## config.mk

```make
export PLATFORM = sky130hd
export DESIGN_NAME = prot_recovery
export DESIGN_NICKNAME = d
export VERILOG_FILES = /design/src/rtl/prot_recovery.v
export VERILOG_INCLUDE_DIRS = /design/src /design/src/rtl
export SDC_FILE = /design/constraint.sdc
export NUM_CORES = 1
export LEC_CHECK = 0
export BUFFER_PORTS_ARGS = -buffer_cell sky130_fd_sc_hd__buf_2
export CAP_MARGIN = 0
export CORE_AREA = 5 5 213 132
export DETAILED_ROUTE_END_ITERATION = 8
export DIE_AREA = 0 0 218 137
export GPL_TIMING_DRIVEN = 0
export PLACE_DENSITY = 0.74
export SLEW_MARGIN = 20
export SYNTH_ARGS = -nofsm -noshare
export SYNTH_HDL_FRONTEND = slang
export SYNTH_SLANG_ARGS = --single-unit
```

## constraint.sdc

```tcl
create_clock -name aclk -period 17.1 [get_ports aclk]
set_input_delay 0 -clock aclk [delete_from_list [all_inputs] [get_ports aclk]]
set_output_delay 0 -clock aclk [all_outputs]
set_load 0.005 [all_outputs]
```

## src/rtl/prot_recovery_map.vh

```
// register map, reset values and timing constants of the protection recovery block
// assumes byte addressing on a 32-bit AXI4-Lite bus, one register per aligned word
`ifndef PROT_RECOVERY_MAP_VH
`define PROT_RECOVERY_MAP_VH

// register byte offsets
`define OFS_RETRY_LIMIT    8'h00
`define OFS_RECOVERY_SECS  8'h04
`define OFS_HOT_TRIP_LVL   8'h08
`define OFS_HOT_TRIP_CNT   8'h0C
`define OFS_HOT_REL_LVL    8'h10
`define OFS_COLD_TRIP_LVL  8'h14
`define OFS_COLD_TRIP_CNT  8'h18
`define OFS_COLD_REL_LVL   8'h1C
`define OFS_STATUS         8'h20
`define OFS_IRQ_STATUS     8'h24
`define OFS_IRQ_MASK       8'h28

// reset values
`define RST_RETRY_LIMIT    8'h00
`define RST_RECOVERY_SECS  8'h05
`define RST_HOT_TRIP_LVL   8'h37
`define RST_HOT_TRIP_CNT   8'h0F
`define RST_HOT_REL_LVL    8'h3F
`define RST_COLD_TRIP_LVL  8'h93
`define RST_COLD_TRIP_CNT  8'h0F
`define RST_COLD_REL_LVL   8'h86

// field positions
`define RETRY_CODE_MSB     2
`define RETRY_CODE_LSB     0
`define ST_TEMP_HOT_BIT    0
`define ST_TEMP_COLD_BIT   1
`define ST_CUR_TRIP_BIT    2
`define ST_CUR_LATCH_BIT   3
`define ST_CUR_WATCH_BIT   4
`define ST_RETRY_LSB       8
`define IRQ_CUR_TRIP       0
`define IRQ_CUR_RECOVER    1
`define IRQ_CUR_LATCH      2
`define IRQ_HOT_TRIP       3
`define IRQ_COLD_TRIP      4
`define IRQ_HOT_RELEASE    5
`define IRQ_COLD_RELEASE   6
`define IRQ_BITS           7

// converter codes per setting step
`define HOT_CODES_PER_STEP  16'd54
`define COLD_CODES_PER_STEP 16'd77

// timing
`define CLK_PERIOD_NS      4
`define SECOND_NS          1000000000
`define WATCH_SECONDS      8'd5

// axi responses
`define RESP_OKAY          2'b00
`define RESP_SLVERR        2'b10

`endif

```

## src/rtl/prot_recovery.v

```verilog
// protection recovery, retry latch and charge temperature protections,
// with an AXI4-Lite register slave and one level interrupt
// assumes fault inputs and measurements are synchronous to aclk
//
// Functional notes
// - retry limit code sits in bits 2..0 of the retry limit register; code 0 never latches.
// - codes 1..7 allow 2,4,8,16,32,48,96 recoveries, after which a new trip latches fets off.
// - the shared retry counter clears when no current fault retriggers 5 s after a recovery.
// - a tripped current protection recovers after the 8-bit delay in whole seconds, 1..255.
// - a recovery delay of zero disables automatic recovery.
// - charge hot protection trips when the thermistor code is below the hot threshold.
// - hot threshold and release settings are scaled by 54 converter codes per step.
// - charge hot protection releases when the thermistor code is above the hot release level.
// - charge cold protection trips when the thermistor code is above the cold threshold.
// - charge cold protection releases when the thermistor code is below the cold release level.
// - cold threshold and release settings are scaled by 77 converter codes per step.
// - a temperature fault must persist for the set count plus one consecutive measurements to trip; count 0 trips on the first.
//
// Added by the designer: the register addresses and the AXI4-Lite interface to the registers.
`timescale 1ns/100ps
`include "prot_recovery_map.vh"

module prot_recovery #(
  parameter SEC_CYCLES = `SECOND_NS / `CLK_PERIOD_NS // cycles in one second
) (
  input  wire        aclk,                          // system clock
  input  wire        aresetn,                       // synchronous reset, active low
  input  wire        s_axi_awvalid,                 // write address valid
  output wire        s_axi_awready,                 // write address ready
  input  wire [7:0]  s_axi_awaddr,                  // write byte address
  input  wire        s_axi_wvalid,                  // write data valid
  output wire        s_axi_wready,                  // write data ready
  input  wire [31:0] s_axi_wdata,                   // write data
  input  wire [3:0]  s_axi_wstrb,                   // write byte strobes
  output wire        s_axi_bvalid,                  // write response valid
  input  wire        s_axi_bready,                  // write response ready
  output wire [1:0]  s_axi_bresp,                   // write response
  input  wire        s_axi_arvalid,                 // read address valid
  output wire        s_axi_arready,                 // read address ready
  input  wire [7:0]  s_axi_araddr,                  // read byte address
  output wire        s_axi_rvalid,                  // read data valid
  input  wire        s_axi_rready,                  // read data ready
  output wire [31:0] s_axi_rdata,                   // read data
  output wire [1:0]  s_axi_rresp,                   // read response
  input  wire        short_circuit_discharge_fault, // current fault level
  input  wire        discharge_overcurrent_fault_a, // current fault level
  input  wire        discharge_overcurrent_fault_b, // current fault level
  input  wire        charge_overcurrent_fault,      // current fault level
  input  wire        latch_clear,                   // clears the fet latch
  input  wire        meas_valid,                    // new thermistor sample pulse
  input  wire [15:0] thermistor_sense_input,        // raw thermistor code
  output wire        current_fet_off,               // current protection holds fets off
  output wire        current_latched,               // fets latched off
  output wire        charge_fet_off,                // charge temperature protection active
  output wire        irq                            // unmasked event pending
);

  localparam ST_IDLE  = 4'b0001;
  localparam ST_TRIP  = 4'b0010;
  localparam ST_WATCH = 4'b0100;
  localparam ST_LATCH = 4'b1000;

  // configuration and interrupt registers
  reg  [7:0]           retry_limit_r;
  reg  [7:0]           recovery_secs_r;
  reg  [7:0]           hot_trip_lvl_r;
  reg  [7:0]           hot_trip_cnt_r;
  reg  [7:0]           hot_rel_lvl_r;
  reg  [7:0]           cold_trip_lvl_r;
  reg  [7:0]           cold_trip_cnt_r;
  reg  [7:0]           cold_rel_lvl_r;
  reg  [`IRQ_BITS-1:0] irq_sts_r;
  reg  [`IRQ_BITS-1:0] irq_mask_r;
  reg  [`IRQ_BITS-1:0] irq_sts_nxt;
  reg                  irq_r;

  // bus slave state
  reg                  awready_r;
  reg                  wready_r;
  reg                  bvalid_r;
  reg  [1:0]           bresp_r;
  reg                  arready_r;
  reg                  rvalid_r;
  reg  [31:0]          rdata_r;
  reg  [1:0]           rresp_r;
  reg  [7:0]           waddr_r;
  reg  [31:0]          wdata_r;
  reg                  wlane0_r;
  reg  [31:0]          rd_val;
  reg                  rd_hit;
  reg                  wr_hit;

  // current protection state
  reg  [3:0]           state_r;
  reg  [3:0]           state_nxt;
  reg  [7:0]           rec_tmr_r;
  reg  [7:0]           rec_tmr_nxt;
  reg  [7:0]           watch_r;
  reg  [7:0]           watch_nxt;
  reg  [6:0]           retry_r;
  reg  [6:0]           retry_nxt;
  reg  [6:0]           retry_allow;
  reg                  ev_trip;
  reg                  ev_rec;
  reg                  ev_latch;
  reg                  cur_off_r;
  reg                  cur_latched_r;
  reg                  chg_off_r;
  reg  [31:0]          sec_cnt_r;
  reg                  sec_tick_r;

  wire                 wr_go = ~awready_r & ~wready_r & ~bvalid_r;
  wire                 fault_any = short_circuit_discharge_fault |
                                   discharge_overcurrent_fault_a |
                                   discharge_overcurrent_fault_b |
                                   charge_overcurrent_fault;
  wire [2:0]           retry_code = retry_limit_r[`RETRY_CODE_MSB:`RETRY_CODE_LSB];

  // per channel settings: 0 is hot, 1 is cold
  wire [15:0]          trip_code [0:1];
  wire [15:0]          rel_code  [0:1];
  wire [7:0]           trip_cnt  [0:1];
  wire [1:0]           temp_act;
  wire [1:0]           temp_trip_ev;
  wire [1:0]           temp_rel_ev;

  // threshold scaling into converter codes
  assign trip_code[0] = {8'h00, hot_trip_lvl_r} * `HOT_CODES_PER_STEP;
  assign rel_code[0]  = {8'h00, hot_rel_lvl_r} * `HOT_CODES_PER_STEP;
  assign trip_code[1] = {8'h00, cold_trip_lvl_r} * `COLD_CODES_PER_STEP;
  assign rel_code[1]  = {8'h00, cold_rel_lvl_r} * `COLD_CODES_PER_STEP;
  assign trip_cnt[0]  = hot_trip_cnt_r;
  assign trip_cnt[1]  = cold_trip_cnt_r;

  // one temperature protection per channel
  genvar ch;
  generate
    for (ch = 0; ch < 2; ch = ch + 1) begin : g_temp
      reg  [7:0] persist_r;
      reg        act_r;
      wire       below_trip = thermistor_sense_input < trip_code[ch];
      wire       above_trip = thermistor_sense_input > trip_code[ch];
      wire       below_rel  = thermistor_sense_input < rel_code[ch];
      wire       above_rel  = thermistor_sense_input > rel_code[ch];
      wire       trip_c = (ch == 0) ? below_trip : above_trip;
      wire       rel_c  = (ch == 0) ? above_rel : below_rel;
      wire       enough = persist_r >= trip_cnt[ch];
      assign temp_act[ch]     = act_r;
      assign temp_trip_ev[ch] = meas_valid & ~act_r & trip_c & enough;
      assign temp_rel_ev[ch]  = meas_valid & act_r & rel_c;
      // persistence count advances once per measurement
      always @(posedge aclk) begin
        if (!aresetn) begin
          persist_r <= 8'h00;
          act_r     <= 1'b0;
        end else if (meas_valid) begin
          if (act_r) begin
            persist_r <= 8'h00;
            if (rel_c)
              act_r <= 1'b0;
          end else if (trip_c) begin
            if (enough) begin
              act_r     <= 1'b1;
              persist_r <= 8'h00;
            end else begin
              persist_r <= persist_r + 8'h01;
            end
          end else begin
            persist_r <= 8'h00;
          end
        end
      end
    end
  endgenerate

  // one second tick from the system clock
  always @(posedge aclk) begin
    if (!aresetn) begin
      sec_cnt_r  <= 32'h00000000;
      sec_tick_r <= 1'b0;
    end else if (sec_cnt_r == SEC_CYCLES - 1) begin
      sec_cnt_r  <= 32'h00000000;
      sec_tick_r <= 1'b1;
    end else begin
      sec_cnt_r  <= sec_cnt_r + 32'h00000001;
      sec_tick_r <= 1'b0;
    end
  end

  // decode of the retry limit code
  always @* begin
    case (retry_code)
      3'h1:    retry_allow = 7'h02;
      3'h2:    retry_allow = 7'h04;
      3'h3:    retry_allow = 7'h08;
      3'h4:    retry_allow = 7'h10;
      3'h5:    retry_allow = 7'h20;
      3'h6:    retry_allow = 7'h30;
      3'h7:    retry_allow = 7'h60;
      default: retry_allow = 7'h00;
    endcase
  end

  // current protection trip, recovery and latch sequencing
  always @* begin
    state_nxt   = state_r;
    rec_tmr_nxt = rec_tmr_r;
    watch_nxt   = watch_r;
    retry_nxt   = retry_r;
    ev_trip     = 1'b0;
    ev_rec      = 1'b0;
    ev_latch    = 1'b0;
    case (state_r)
      ST_IDLE, ST_WATCH: begin
        if (fault_any) begin
          if (retry_code != 3'h0 && retry_r >= retry_allow) begin
            state_nxt = ST_LATCH;
            ev_latch  = 1'b1;
          end else begin
            state_nxt   = ST_TRIP;
            rec_tmr_nxt = recovery_secs_r;
            ev_trip     = 1'b1;
          end
        end else if (state_r == ST_WATCH && sec_tick_r) begin
          if (watch_r <= 8'h01) begin
            state_nxt = ST_IDLE;
            retry_nxt = 7'h00;
          end else begin
            watch_nxt = watch_r - 8'h01;
          end
        end
      end
      ST_TRIP: begin
        if (recovery_secs_r != 8'h00 && sec_tick_r) begin
          if (rec_tmr_r <= 8'h01) begin
            state_nxt = ST_WATCH;
            watch_nxt = `WATCH_SECONDS;
            ev_rec    = 1'b1;
            if (retry_r != 7'h7F)
              retry_nxt = retry_r + 7'h01;
          end else begin
            rec_tmr_nxt = rec_tmr_r - 8'h01;
          end
        end
      end
      ST_LATCH: begin
        if (latch_clear) begin
          state_nxt = ST_IDLE;
          retry_nxt = 7'h00;
        end
      end
      default: begin
        state_nxt = ST_IDLE;
      end
    endcase
  end

  // protection state and fet outputs
  always @(posedge aclk) begin
    if (!aresetn) begin
      state_r       <= ST_IDLE;
      rec_tmr_r     <= 8'h00;
      watch_r       <= 8'h00;
      retry_r       <= 7'h00;
      cur_off_r     <= 1'b0;
      cur_latched_r <= 1'b0;
      chg_off_r     <= 1'b0;
    end else begin
      state_r       <= state_nxt;
      rec_tmr_r     <= rec_tmr_nxt;
      watch_r       <= watch_nxt;
      retry_r       <= retry_nxt;
      cur_off_r     <= (state_nxt == ST_TRIP) | (state_nxt == ST_LATCH);
      cur_latched_r <= state_nxt == ST_LATCH;
      chg_off_r     <= |temp_act;
    end
  end

  // sticky events, set wins over a write-one clear
  always @* begin
    irq_sts_nxt = irq_sts_r;
    if (wr_go && wlane0_r && waddr_r == `OFS_IRQ_STATUS)
      irq_sts_nxt = irq_sts_r & ~wdata_r[`IRQ_BITS-1:0];
    irq_sts_nxt[`IRQ_CUR_TRIP]     = irq_sts_nxt[`IRQ_CUR_TRIP] | ev_trip;
    irq_sts_nxt[`IRQ_CUR_RECOVER]  = irq_sts_nxt[`IRQ_CUR_RECOVER] | ev_rec;
    irq_sts_nxt[`IRQ_CUR_LATCH]    = irq_sts_nxt[`IRQ_CUR_LATCH] | ev_latch;
    irq_sts_nxt[`IRQ_HOT_TRIP]     = irq_sts_nxt[`IRQ_HOT_TRIP] | temp_trip_ev[0];
    irq_sts_nxt[`IRQ_COLD_TRIP]    = irq_sts_nxt[`IRQ_COLD_TRIP] | temp_trip_ev[1];
    irq_sts_nxt[`IRQ_HOT_RELEASE]  = irq_sts_nxt[`IRQ_HOT_RELEASE] | temp_rel_ev[0];
    irq_sts_nxt[`IRQ_COLD_RELEASE] = irq_sts_nxt[`IRQ_COLD_RELEASE] | temp_rel_ev[1];
  end

  // write address decode
  always @* begin
    case (waddr_r)
      `OFS_RETRY_LIMIT, `OFS_RECOVERY_SECS, `OFS_HOT_TRIP_LVL,
      `OFS_HOT_TRIP_CNT, `OFS_HOT_REL_LVL, `OFS_COLD_TRIP_LVL,
      `OFS_COLD_TRIP_CNT, `OFS_COLD_REL_LVL, `OFS_STATUS,
      `OFS_IRQ_STATUS, `OFS_IRQ_MASK: wr_hit = 1'b1;
      default:                        wr_hit = 1'b0;
    endcase
  end

  // read mux
  always @* begin
    rd_val = 32'h00000000;
    rd_hit = 1'b1;
    case (s_axi_araddr)
      `OFS_RETRY_LIMIT:   rd_val[7:0] = retry_limit_r;
      `OFS_RECOVERY_SECS: rd_val[7:0] = recovery_secs_r;
      `OFS_HOT_TRIP_LVL:  rd_val[7:0] = hot_trip_lvl_r;
      `OFS_HOT_TRIP_CNT:  rd_val[7:0] = hot_trip_cnt_r;
      `OFS_HOT_REL_LVL:   rd_val[7:0] = hot_rel_lvl_r;
      `OFS_COLD_TRIP_LVL: rd_val[7:0] = cold_trip_lvl_r;
      `OFS_COLD_TRIP_CNT: rd_val[7:0] = cold_trip_cnt_r;
      `OFS_COLD_REL_LVL:  rd_val[7:0] = cold_rel_lvl_r;
      `OFS_STATUS: begin
        rd_val[`ST_TEMP_HOT_BIT]  = temp_act[0];
        rd_val[`ST_TEMP_COLD_BIT] = temp_act[1];
        rd_val[`ST_CUR_TRIP_BIT]  = state_r == ST_TRIP;
        rd_val[`ST_CUR_LATCH_BIT] = state_r == ST_LATCH;
        rd_val[`ST_CUR_WATCH_BIT] = state_r == ST_WATCH;
        rd_val[`ST_RETRY_LSB+6:`ST_RETRY_LSB] = retry_r;
      end
      `OFS_IRQ_STATUS:    rd_val[`IRQ_BITS-1:0] = irq_sts_r;
      `OFS_IRQ_MASK:      rd_val[`IRQ_BITS-1:0] = irq_mask_r;
      default:            rd_hit = 1'b0;
    endcase
  end

  // axi write channel: address and data taken in either order
  always @(posedge aclk) begin
    if (!aresetn) begin
      awready_r <= 1'b1;
      wready_r  <= 1'b1;
      bvalid_r  <= 1'b0;
      bresp_r   <= `RESP_OKAY;
      waddr_r   <= 8'h00;
      wdata_r   <= 32'h00000000;
      wlane0_r  <= 1'b0;
    end else begin
      if (awready_r && s_axi_awvalid) begin
        awready_r <= 1'b0;
        waddr_r   <= {s_axi_awaddr[7:2], 2'b00};
      end
      if (wready_r && s_axi_wvalid) begin
        wready_r <= 1'b0;
        wdata_r  <= s_axi_wdata;
        wlane0_r <= s_axi_wstrb[0];
      end
      if (wr_go) begin
        bvalid_r <= 1'b1;
        bresp_r  <= wr_hit ? `RESP_OKAY : `RESP_SLVERR;
      end
      if (bvalid_r && s_axi_bready) begin
        bvalid_r  <= 1'b0;
        awready_r <= 1'b1;
        wready_r  <= 1'b1;
      end
    end
  end

  // register file writes and interrupt output
  always @(posedge aclk) begin
    if (!aresetn) begin
      retry_limit_r   <= `RST_RETRY_LIMIT;
      recovery_secs_r <= `RST_RECOVERY_SECS;
      hot_trip_lvl_r  <= `RST_HOT_TRIP_LVL;
      hot_trip_cnt_r  <= `RST_HOT_TRIP_CNT;
      hot_rel_lvl_r   <= `RST_HOT_REL_LVL;
      cold_trip_lvl_r <= `RST_COLD_TRIP_LVL;
      cold_trip_cnt_r <= `RST_COLD_TRIP_CNT;
      cold_rel_lvl_r  <= `RST_COLD_REL_LVL;
      irq_mask_r      <= {`IRQ_BITS{1'b0}};
      irq_sts_r       <= {`IRQ_BITS{1'b0}};
      irq_r           <= 1'b0;
    end else begin
      irq_sts_r <= irq_sts_nxt;
      irq_r     <= |(irq_sts_nxt & irq_mask_r);
      if (wr_go && wlane0_r) begin
        case (waddr_r)
          `OFS_RETRY_LIMIT:   retry_limit_r   <= {5'h00, wdata_r[2:0]};
          `OFS_RECOVERY_SECS: recovery_secs_r <= wdata_r[7:0];
          `OFS_HOT_TRIP_LVL:  hot_trip_lvl_r  <= wdata_r[7:0];
          `OFS_HOT_TRIP_CNT:  hot_trip_cnt_r  <= wdata_r[7:0];
          `OFS_HOT_REL_LVL:   hot_rel_lvl_r   <= wdata_r[7:0];
          `OFS_COLD_TRIP_LVL: cold_trip_lvl_r <= wdata_r[7:0];
          `OFS_COLD_TRIP_CNT: cold_trip_cnt_r <= wdata_r[7:0];
          `OFS_COLD_REL_LVL:  cold_rel_lvl_r  <= wdata_r[7:0];
          `OFS_IRQ_MASK:      irq_mask_r      <= wdata_r[`IRQ_BITS-1:0];
          default:            ;
        endcase
      end
    end
  end

  // axi read channel
  always @(posedge aclk) begin
    if (!aresetn) begin
      arready_r <= 1'b1;
      rvalid_r  <= 1'b0;
      rdata_r   <= 32'h00000000;
      rresp_r   <= `RESP_OKAY;
    end else if (arready_r && s_axi_arvalid) begin
      arready_r <= 1'b0;
      rvalid_r  <= 1'b1;
      rdata_r   <= rd_val;
      rresp_r   <= rd_hit ? `RESP_OKAY : `RESP_SLVERR;
    end else if (rvalid_r && s_axi_rready) begin
      rvalid_r  <= 1'b0;
      arready_r <= 1'b1;
    end
  end

  assign s_axi_awready   = awready_r;
  assign s_axi_wready    = wready_r;
  assign s_axi_bvalid    = bvalid_r;
  assign s_axi_bresp     = bresp_r;
  assign s_axi_arready   = arready_r;
  assign s_axi_rvalid    = rvalid_r;
  assign s_axi_rdata     = rdata_r;
  assign s_axi_rresp     = rresp_r;
  assign current_fet_off = cur_off_r;
  assign current_latched = cur_latched_r;
  assign charge_fet_off  = chg_off_r;
  assign irq             = irq_r;

endmodule

```

Word level (Yosys, flattened, before mapping)
Index checks and enable logic that the tools add are counted.

Register bits: 194. Input port bits: 81. Output and inout port bits: 45. Word-level logic and storage cells: 233.

$add $sub $neg: 6. Multiply operators: 4. $lt $le $gt $ge: 9. Equality and inequality tests: 46. Multiplexer cells: 65. Bitwise operators: 32. Reductions and logical operators: 36.

Operator list (count): $mux 8 (15); $mux 7 (9); $pmux 5 s11 (1); $pmux 7 s7 (1); $add 32x1->32 const B (1); $eq 32x28->1 const B (1); $eq 8x5->1 const B (4); $pmux 8 s2 (2); $mul 8x7->15 const B (2); $mux 4 (7); $mul 8x5->13 const B (2); $eq 6x3->1 const B (4); $eq 8x6->1 const B (3); $mux 1 (24); $ne 2x2->1 const B (11); $reduce_or 11->1 (2); $pmux 7 s3 (1); $eq 6x4->1 const B (3); $pmux 2 s9 (1); $reduce_and 2->1 (9); $add 8x1->8 const B (2); $eq 8x4->1 const B (2); $ge 8x8->1 (2); $gt 16x14->1 (1); other kinds (36) (88).

Depth between registers and ports, before layout
Gate-level depths: netlist of the first run.

Depth after elaboration: 10. Mapped depth: 22.

Worst setup path after synthesis of the first run
No wires, ideal clock.

Kind: flip-flop to flip-flop. From: register cold_trip_lvl_r[5]. To: register g_temp[1].persist_r[0]. Data arrival time: 5.294 ns. Slack: 11.741 ns. Cell stages (with the launch flop): 23. Path buffers: 1. Period minus slack after synthesis: 5.359 ns. Cell sequence: dfxtp_1 -> ha_1 -> ha_1 -> inv_1 -> fa_1 -> fa_1 -> inv_1 -> ha_1 -> inv_1 -> o21ai_0 -> a2111o_1 -> a31o_2 -> a21oi_1 -> xor2_1 -> ha_1 -> nand4b_4 -> or3_1 -> a21o_1 -> a31oi_1 -> nand3b_1 -> buf_2 -> mux2_2 -> nor2_1.

Cells in the longest elaborated chain, start to end: 4.

RTL lines: start, declared (RTL line prot_recovery.v:69) `reg [7:0] cold_trip_lvl_r;`; start signal, assigned (RTL line prot_recovery.v:371) `` cold_trip_lvl_r <= `RST_COLD_TRIP_LVL; ``; start signal, assigned (RTL line prot_recovery.v:387) `` `OFS_COLD_TRIP_LVL: cold_trip_lvl_r <= wdata_r[7:0]; ``; $mul 8x7->15 (no line); $gt 16x15->1 (RTL line prot_recovery.v:142) `wire above_trip = thermistor_sense_input > trip_code[ch];`; $mux 8 (RTL line prot_recovery.v:161) `end else if (trip_c) begin`; $mux 8 (RTL line prot_recovery.v:157) `if (act_r) begin`; end signal, assigned (RTL line prot_recovery.v:166) `persist_r <= persist_r + 8'h01;`; end, declared (RTL line prot_recovery.v:139) `reg [7:0] persist_r;`.

Every way passes these cells. A chain may end at the register's enable or synchronous reset.

Worst setup path in the final report of the first run
Same ends and word-level chain as after synthesis.

==> results of run 1 <==
[registers in the layout, indices dropped and copies added, names as in the netlist, 2 cells and up]
signal / count
retry_r: 7
irq_mask_r: 7
retry_limit_r: 3
g_temp.persist_r: 16
s_axi_rdata: 15
g_temp.act_r: 2
waddr_r: 6
cold_rel_lvl_r: 8
hot_trip_lvl_r: 8
cold_trip_cnt_r: 8
cold_trip_lvl_r: 8
state_r: 4
hot_trip_cnt_r: 8
rec_tmr_r: 8
hot_rel_lvl_r: 8
recovery_secs_r: 8
sec_cnt_r: 32
watch_r: 8
wdata_r: 8
irq_sts_r: 7
[worst max-delay path, delay by kind of cell, from the launching register on]
kind / cells / cell delay, ps
compound gates: 6 / 1810
xor+xnor: 1 / 120
fa+ha+maj: 6 / 2260
buf+inv: 4 / 510
flops: 1 / 570
mux: 1 / 290
simple gates: 4 / 1090
[Yosys cell counts (all sizes together) (4+ instances only)]
library cell / count
ha: 206
dfxtp: 192
inv: 156
nor2: 149
nand2: 132
a21oi: 110
nand3: 72
o21ai: 62
mux2i: 52
clkbuf: 41
xor2: 37
fa: 34
buf: 31
nor3: 31
xnor2: 27
o211ai: 23
nand2b: 19
nor2b: 19
and3: 18
a22oi: 16
a21o: 15
a31oi: 14
a211oi: 12
nand4: 12
nor4: 12
a221oi: 10
or3: 10
a22o: 9
and2: 9
or4: 9
nand3b: 7
o211a: 7
nor4b: 6
or2: 6
a2111o: 5
a31o: 5
and4: 5
o21a: 5
o31ai: 5
a41oi: 4
and4b: 4
o221a: 4
or4b: 4
[through the flow]
step | instances | hold slack (ps)
floorplan | 1671 | 123
global placement | 2105 | 257
global route | 2163 | 74.8
finish | 2163 | 53.3
detailed placement | 2105 | 265
CTS | 2163 | 31.5
[path summary, 6_finish.rpt]
check / start / depth (start not counted) / slack [ps] / to
min reg2reg: s_axi_rdata[2]$_SDFFE_PN0P_ / 2 / 450 / s_axi_rdata[2]$_SDFFE_PN0P_
max: cold_trip_lvl_r[5]$_SDFFE_PN0P_ / 22 / 10380 / g_temp[1].persist_r[0]$_SDFFE_PN0P_
min: s_axi_wvalid / 3 / 50 / s_axi_wready$_SDFFE_PP1P_
max reg2reg: cold_trip_lvl_r[5]$_SDFFE_PN0P_ / 22 / 10380 / g_temp[1].persist_r[0]$_SDFFE_PN0P_
[cell type report]
type,count,area share
plain buffers,72,0.0224
clock buffers,19,0.0287
clock inverters,13,0.00768
inverters,156,0.0371
multi-input cells,1251,0.592
flip-flops and latches,192,0.243
well taps,360,0.0285
repair buffers,100,0.0399
[cell families after synthesis]
family                   Yosys count  synth area share
other                              1          0.000267
adder cells (fa/ha/maj)          240             0.232
AO/OA/AOI/OAI                    341             0.160
multiplexers                      54            0.0386
flip-flops                       192             0.273
XOR/XNOR                          64            0.0399
AND/OR/NAND/NOR                  533             0.190
buffers and inverters            228            0.0668
[power breakdown]
group          switching [mW]  leakage, nW  internal (mW)  total, mW
sequential             0.0147         1.56          0.463      0.478
clock                   0.191        0.284          0.200      0.391
combinational           0.125         5.26         0.0701      0.195
[per-layer routing]
| metal | share of wire | vias up |
|---|---|---|
| li1 | - | 6114 |
| met1 | 0.48 | 6088 |
| met2 | 0.41 | 537 |
| met3 | 0.10 | 62 |
| met4 | 0.017 | 0 |
| met5 | 0 | - |
==> results.md, run 1 <==
* Result of the run: completed
* Critical path, cell by cell: ha_1 -> ha_1 -> inv_1 -> fa_1 -> fa_1 -> inv_1 -> ha_1 -> inv_1 -> o21ai_0 -> a2111o_1 -> a31o_2 -> a21oi_1 -> xor2_1 -> ha_1 -> nand4b_4 -> or3_1 -> a21o_1 -> a31oi_1 -> nand3b_1 -> buf_2 -> mux2_2 -> nor2_1
* Final design area excluding fillers at 0.0158 mm2
* Highest achievable clock rate at 149 MHz
* Leading cell types in the layout, fill and taps excluded: sky130_fd_sc_hd__ha_1 (206), sky130_fd_sc_hd__dfxtp_1 (192), sky130_fd_sc_hd__inv_1 (156), sky130_fd_sc_hd__nor2_1 (149), sky130_fd_sc_hd__nand2_1 (131)
* Mean routed wirelength per cell at 19.0 um
* Final count of hold timing violations at 0
* Area of the multi-input gates at 0.00935 mm2
* Initial core utilization at 0.541
* GRT Overall Usage at 0.273
* CTS tree: built
* Cells taking the most area after synthesis: sky130_fd_sc_hd__dfxtp_1 (27%), sky130_fd_sc_hd__ha_1 (18%), sky130_fd_sc_hd__fa_1 (4.8%)
* Leakage power figure at 7.10 nW
* Most repeated library cell on the critical path: sky130_fd_sc_hd__ha_1
* Required time at the endpoint of the critical path at 17470 ps
* Count of unresolved DRC violations after routing at 0
* Width of the die at 218 um
* Final global-route overflow total at 0
* Root Driver: sky130_fd_sc_hd__clkbuf_16
* Number of instances resized during post-cts repair at 0
* Cell with the largest stage delay on the worst path: sky130_fd_sc_hd__dfxtp_1
* CP max FO at 10
* Die Ht at 137 um
* Top-area cell type share of the netlist area at 0.273
* Share of layout cells above drive strength 1 at 0.0921
* Final period demand of the worst path at 6730 ps
* Headroom to the max-slew limit at 0.192
* Met3 GRT Util at 0.0630
* Top_reg_cell synth: sky130_fd_sc_hd__dfxtp_1
* Unrepaired setup endpoints after global routing: false
* Clock Latency Late Sink at 450 ps
* Least-Margin Pin Slew at 1210 ps
* Largest area contributor in the netlist: sky130_fd_sc_hd__dfxtp_1
* Sequential cell area at 0.00384 mm2
* Port Buffer Count at 74
* Antenna-violating nets left at 0
* Number of iterations in the first detailed-routing pass at 6
* Worst slack at placement at 10580 ps
* Most common cell after layout, fill and taps aside: sky130_fd_sc_hd__ha_1
* Layout fillers at 2268
* Routing usage on met1 at 0.410
* Setup Total Neg Slack at 0 ps
* Via count of the first global-routing pass at 11800
* Clock Sink Count at 192
* Worst hold path class: in2reg
* WS Path Type: reg2reg
* Slack of the critical path at 10380 ps
* Global routing met2 resource utilization at 0.395
* Portion of the clock cycle consumed by the worst path in the final layout at 0.393
* Core area at 0.0260 mm2
* Count of flip-flops with a built-in enable after synthesis at 0
* Gr busiest metal: met1
* Number of synthesized register bits at 192
* Crit. End Element: register
* Worst-case vdd ir drop at 0.0000526 V
* Area enclosed by the die boundary at 0.0299 mm2
* Number of failing setup endpoints in the final timing report at 0
* Area Overhead vs Synth at 12.3%
* Post-CTS Setup Bufs at 0
* Pwr per Cell Area at 67.3 mW/mm2
* Final clock skew at 12.1 ps
* Post-DP HPWL at 32.2 mm
* Top-Level Pins at 126
* Post-synthesis cell type count at 81
* Routability cong. at 0.972
* Cell Area, Placed at 0.0150 mm2
* NumNets Final at 2111
* Number of diodes added for antenna fixing at 0
* Sequential cell area fraction in the yosys report at 0.273
* Summed instance area of the synthesized netlist at 0.0141 mm2
* Average footprint of a synthesized cell at 8.51 um2
* DR vias/cell at 5.92
* Via count at 12800
* Max cap viols at 0
* Number of instances in the synthesized netlist at 1653
* Crit-path max cell delay at 570 ps
* Critical Path Start Type: register
* Post-CTS Hold Fix Bufs at 26
* Pin count of the biggest net entering global routing at 19
* First-pass GRT wire length at 64.2 mm
* Total Wirelength at 41.1 mm
* Number of levels in the clock H-tree at 4
* Inserted Clock Buffers at 17
* Maximum root-to-sink buffer count at 2
* Final max-slew violation count at 0
* FP Rows at 46
* Post-Route Utilization at 0.607
* Async set-reset flop share out of synthesis at 0
* Final Total Pwr at 1.06 mW
* Arrival time at the worst endpoint at 7100 ps
* Count of synthesis-stage warnings from yosys at 0
* Antenna violations before repair at 0
* Number of design-rule violations left by the first detailed-router iteration at 1164
* Clock transition at the register clock pins on the worst setup and hold paths after CTS at 80 ps
No activity file was read; power rests on OpenSTA's default activity.
==> run 2: changes to the inputs <==
--- a/config.mk
+++ b/config.mk
@@ -6,13 +6,14 @@
 export SDC_FILE = /design/constraint.sdc
 export NUM_CORES = 1
 export LEC_CHECK = 0
+export ABC_AREA = 1
 export BUFFER_PORTS_ARGS = -buffer_cell sky130_fd_sc_hd__buf_2
 export CAP_MARGIN = 0
-export CORE_AREA = 5 5 213 132
+export CORE_AREA = 5 5 216 134
 export DETAILED_ROUTE_END_ITERATION = 8
-export DIE_AREA = 0 0 218 137
+export DIE_AREA = 0 0 221 139
 export GPL_TIMING_DRIVEN = 0
-export PLACE_DENSITY = 0.74
+export PLACE_DENSITY = 0.77
 export SLEW_MARGIN = 20
 export SYNTH_ARGS = -nofsm -noshare
 export SYNTH_HDL_FRONTEND = slang
==> constraint.sdc (replaced) <==
create_clock -name aclk -period 5.9 [get_ports aclk]
set_input_delay 0 -clock aclk [delete_from_list [all_inputs] [get_ports aclk]]
set_output_delay 0 -clock aclk [all_outputs]
set_load 0.005 [all_outputs]
==> results.md, run 2 <==
* Cell with the largest stage delay on the worst path: sky130_fd_sc_hd__fa_1
* Synth Area in XOR/XNOR at 0.0368
* Die Ht at 139 um
* Area of the multi-input gates at 0.00925 mm2
* Mean routed wirelength per cell at 17.0 um
* Portion of the clock cycle consumed by the worst path in the final layout at 0.924
* Fraction of synthesized area in multiplexers at 0
* Pwr per Cell Area at 201 mW/mm2
* Inserted Clock Buffers at 17
* Number of levels in the clock H-tree at 4
* Max cap viols at 0
* Worst hold path class: in2reg
* CP max FO at 5
* Clock Sink Count at 192
* Result of the run: completed
* CTS tree: built
* Number of iterations in the first detailed-routing pass at 6
* Met1 Wirelength at 20.6 mm
* Cells taking the most area after synthesis: sky130_fd_sc_hd__dfxtp_1 (26%), sky130_fd_sc_hd__ha_1 (18%), sky130_fd_sc_hd__inv_1 (8.1%)
* Post-DP HPWL at 34.8 mm
* Max reg flops at 32
* Least-Margin Pin Slew at 895 ps
* Share of the synthesized area in compound gates (AO/OA/AOI/OAI) at 0.159
* Routability cong. at 1.02
* Sequential cell area at 0.00384 mm2
* Most common cell after layout, fill and taps aside: sky130_fd_sc_hd__inv_1
* Number of failing setup endpoints in the final timing report at 0
* Via count of the first global-routing pass at 12500
* Met3 wire len at 4.79 mm
* Summed instance area of the synthesized netlist at 0.0145 mm2
* Post-Route Utilization at 0.604
* Clock transition at the register clock pins on the worst setup and hold paths after CTS at 80 ps
* Layout fillers at 2546
* Unrepaired setup endpoints after global routing: false
* Via count at 13900
* Antenna violations before repair at 2
* Leading cell types in the layout, fill and taps excluded: sky130_fd_sc_hd__inv_1 (312), sky130_fd_sc_hd__nand2_1 (309), sky130_fd_sc_hd__a21oi_1 (215), sky130_fd_sc_hd__ha_1 (206), sky130_fd_sc_hd__nor2_1 (195)
* Area Overhead vs Synth at 12.0%
* Highest routed layer: met5
* Simple-gate share of the synthesized area at 0.212
* Total Wirelength at 42.7 mm
* Setup Total Neg Slack at 0 ps
* Number of cells on the worst hold path at 4
* First-pass GRT wire length at 66.5 mm
* Core area at 0.0269 mm2
* Final max-slew violation count at 0
* Met2 Routed Length at 16.6 mm
* Number of synthesized register bits at 192
* Placed cells at 2457
* Critical Path Start Type: register
* Top_reg_cell synth: sky130_fd_sc_hd__dfxtp_1
* Headroom to the max-slew limit at 0.404
* Register bank with the most flops: sec_cnt_r
* NumNets Final at 2453
* Largest area contributor in the netlist: sky130_fd_sc_hd__dfxtp_1
* Final clock skew at 12.9 ps
* Initial core utilization at 0.539
* Dominant combinational cell family by area after synthesis: adder cells
* Area enclosed by the die boundary at 0.0307 mm2
* GRT Overall Usage at 0.270
* Number of diodes added for antenna fixing at 0
* Async set-reset flop share out of synthesis at 0
* Crit. End Element: register
* Count of flip-flops with a built-in enable after synthesis at 0
* Most repeated library cell on the critical path: sky130_fd_sc_hd__nand2_1
* Sequential cell area fraction in the yosys report at 0.265
* Share of layout cells above drive strength 1 at 0.0830
* Count of synthesis-stage warnings from yosys at 0
* Final global-route overflow total at 0
* DR vias/cell at 5.55
* Final period demand of the worst path at 5450 ps
* Maximum root-to-sink buffer count at 2
* Logic depth of the worst register-to-register path at 25
* Number of design-rule violations left by the first detailed-router iteration at 1545
* Highest achievable clock rate at 183 MHz
* Final cell count without fillers at 2512
* Arrival time at the worst endpoint at 5790 ps
* Average footprint of a synthesized cell at 7.28 um2
* Port Buffer Count at 77
* Required time at the endpoint of the critical path at 6240 ps
* Top-area cell type share of the netlist area at 0.265
* Clock Latency Late Sink at 460 ps
* Final count of hold timing violations at 0
* Width of the die at 221 um
* Worst-case vdd ir drop at 0.000194 V
* Pin count of the biggest net entering global routing at 20
* Crit-path max cell delay at 510 ps
* Post-synthesis cell type count at 55
* WS Path Type: reg2reg
* Top-Level Pins at 126
* Top post-synthesis cells by count: sky130_fd_sc_hd__inv_1 (312), sky130_fd_sc_hd__nand2_1 (309), sky130_fd_sc_hd__a21oi_1 (215)
* Fraction of the mapped netlist area in adder cells at 0.224
* Root Driver: sky130_fd_sc_hd__clkbuf_16
* Post-CTS Setup Bufs at 0
* Antenna-violating nets left at 0
* Leakage power figure at 7.85 nW
* Most frequent cell after synthesis: sky130_fd_sc_hd__inv_1
* FP Rows at 47
* Count of unresolved DRC violations after routing at 0
* Number of instances in the synthesized netlist at 1995
-- run 2: cell types whose count changed after synthesis, sizes merged, moves of 17 or more --
cell	before	now
o211ai	23	3
clkbuf	41	23
nand2b	19	0
nor2	149	206
nor2b	19	0
mux2i	52	0
a21oi	110	215
o21ai	62	147
nand4	12	29
nand2	132	314
and3	18	1
inv	156	317
o22ai	3	26
-- run 2: critical path: cells and delay by family, from the launching register on --
family	cells	cell delay [ps]
fa+ha+maj	5	1950
flops	1	500
simple gates	13	1480
compound gates	5	1300
buf+inv	2	90
-- run 2: path summary, 6_finish.rpt --
| kind | startpoint | endpoint | slack (ps) |
|---|---|---|---|
| worst max-delay path | hot_trip_lvl_r[4]$_SDFFE_PN1P_ | irq$_SDFF_PN0_ | 450 |
| worst min-delay path | aresetn | sec_cnt_r[11]$_SDFF_PP0_ | 50 |
| worst max register to register | hot_trip_lvl_r[4]$_SDFFE_PN1P_ | irq$_SDFF_PN0_ | 450 |
| worst min register to register | sec_cnt_r[0]$_SDFF_PP0_ | sec_cnt_r[0]$_SDFF_PP0_ | 450 |
-- run 2: cell families after synthesis --
family / count (synthesis)
other: 1
AOI/OAI and AO/OA: 431
adders and majority gates: 240
DFF: 192
xor gates and xnor gates: 61
buffers and inverters: 374
and+or+nand+nor: 696
-- run 2: what timing repair did --
action	in CTS	in global routing
resized for setup	0	1
hold endpoints to repair	26	0
endpoints found under the setup margin	0	8
hold buffers	23	0
-- run 2: stage by stage --
stage	hold WS [ps]	setup slack, ps	area (um2)	total power [mW]
detailed placement	212	542	15400	2.09
global placement	207	614	15400	2.06
CTS	20.9	499	16300	3.28
global route	36.4	8.94	16300	3.44
finish	46.4	447	16300	3.28
floorplan	94.6	1590	14600	1.89
-- run 2: layout make-up --
class | instances | area share
Buffer | 54 | 0.0182
Clock buffer | 17 | 0.0262
Clock inverter | 15 | 0.0105
Inverter | 320 | 0.0740
Multi-Input combinational cell | 1447 | 0.569
Sequential cell | 192 | 0.236
Tap cell | 367 | 0.0282
Timing Repair Buffer | 100 | 0.0379
-- run 2: power by group --
group,switching [mW],internal [mW]
logic,0.426,0.240
registers,0.0639,1.36
clock network,0.583,0.605
total,1.07,2.20
-- run 2: metal layers --
metal | GRT usage | vias to the layer above
li1 | - | 6841
met1 | 0.405 | 6497
met2 | 0.372 | 539
met3 | 0.0918 | 56
met4 | 0.0623 | 2
met5 | 0.00768 | -
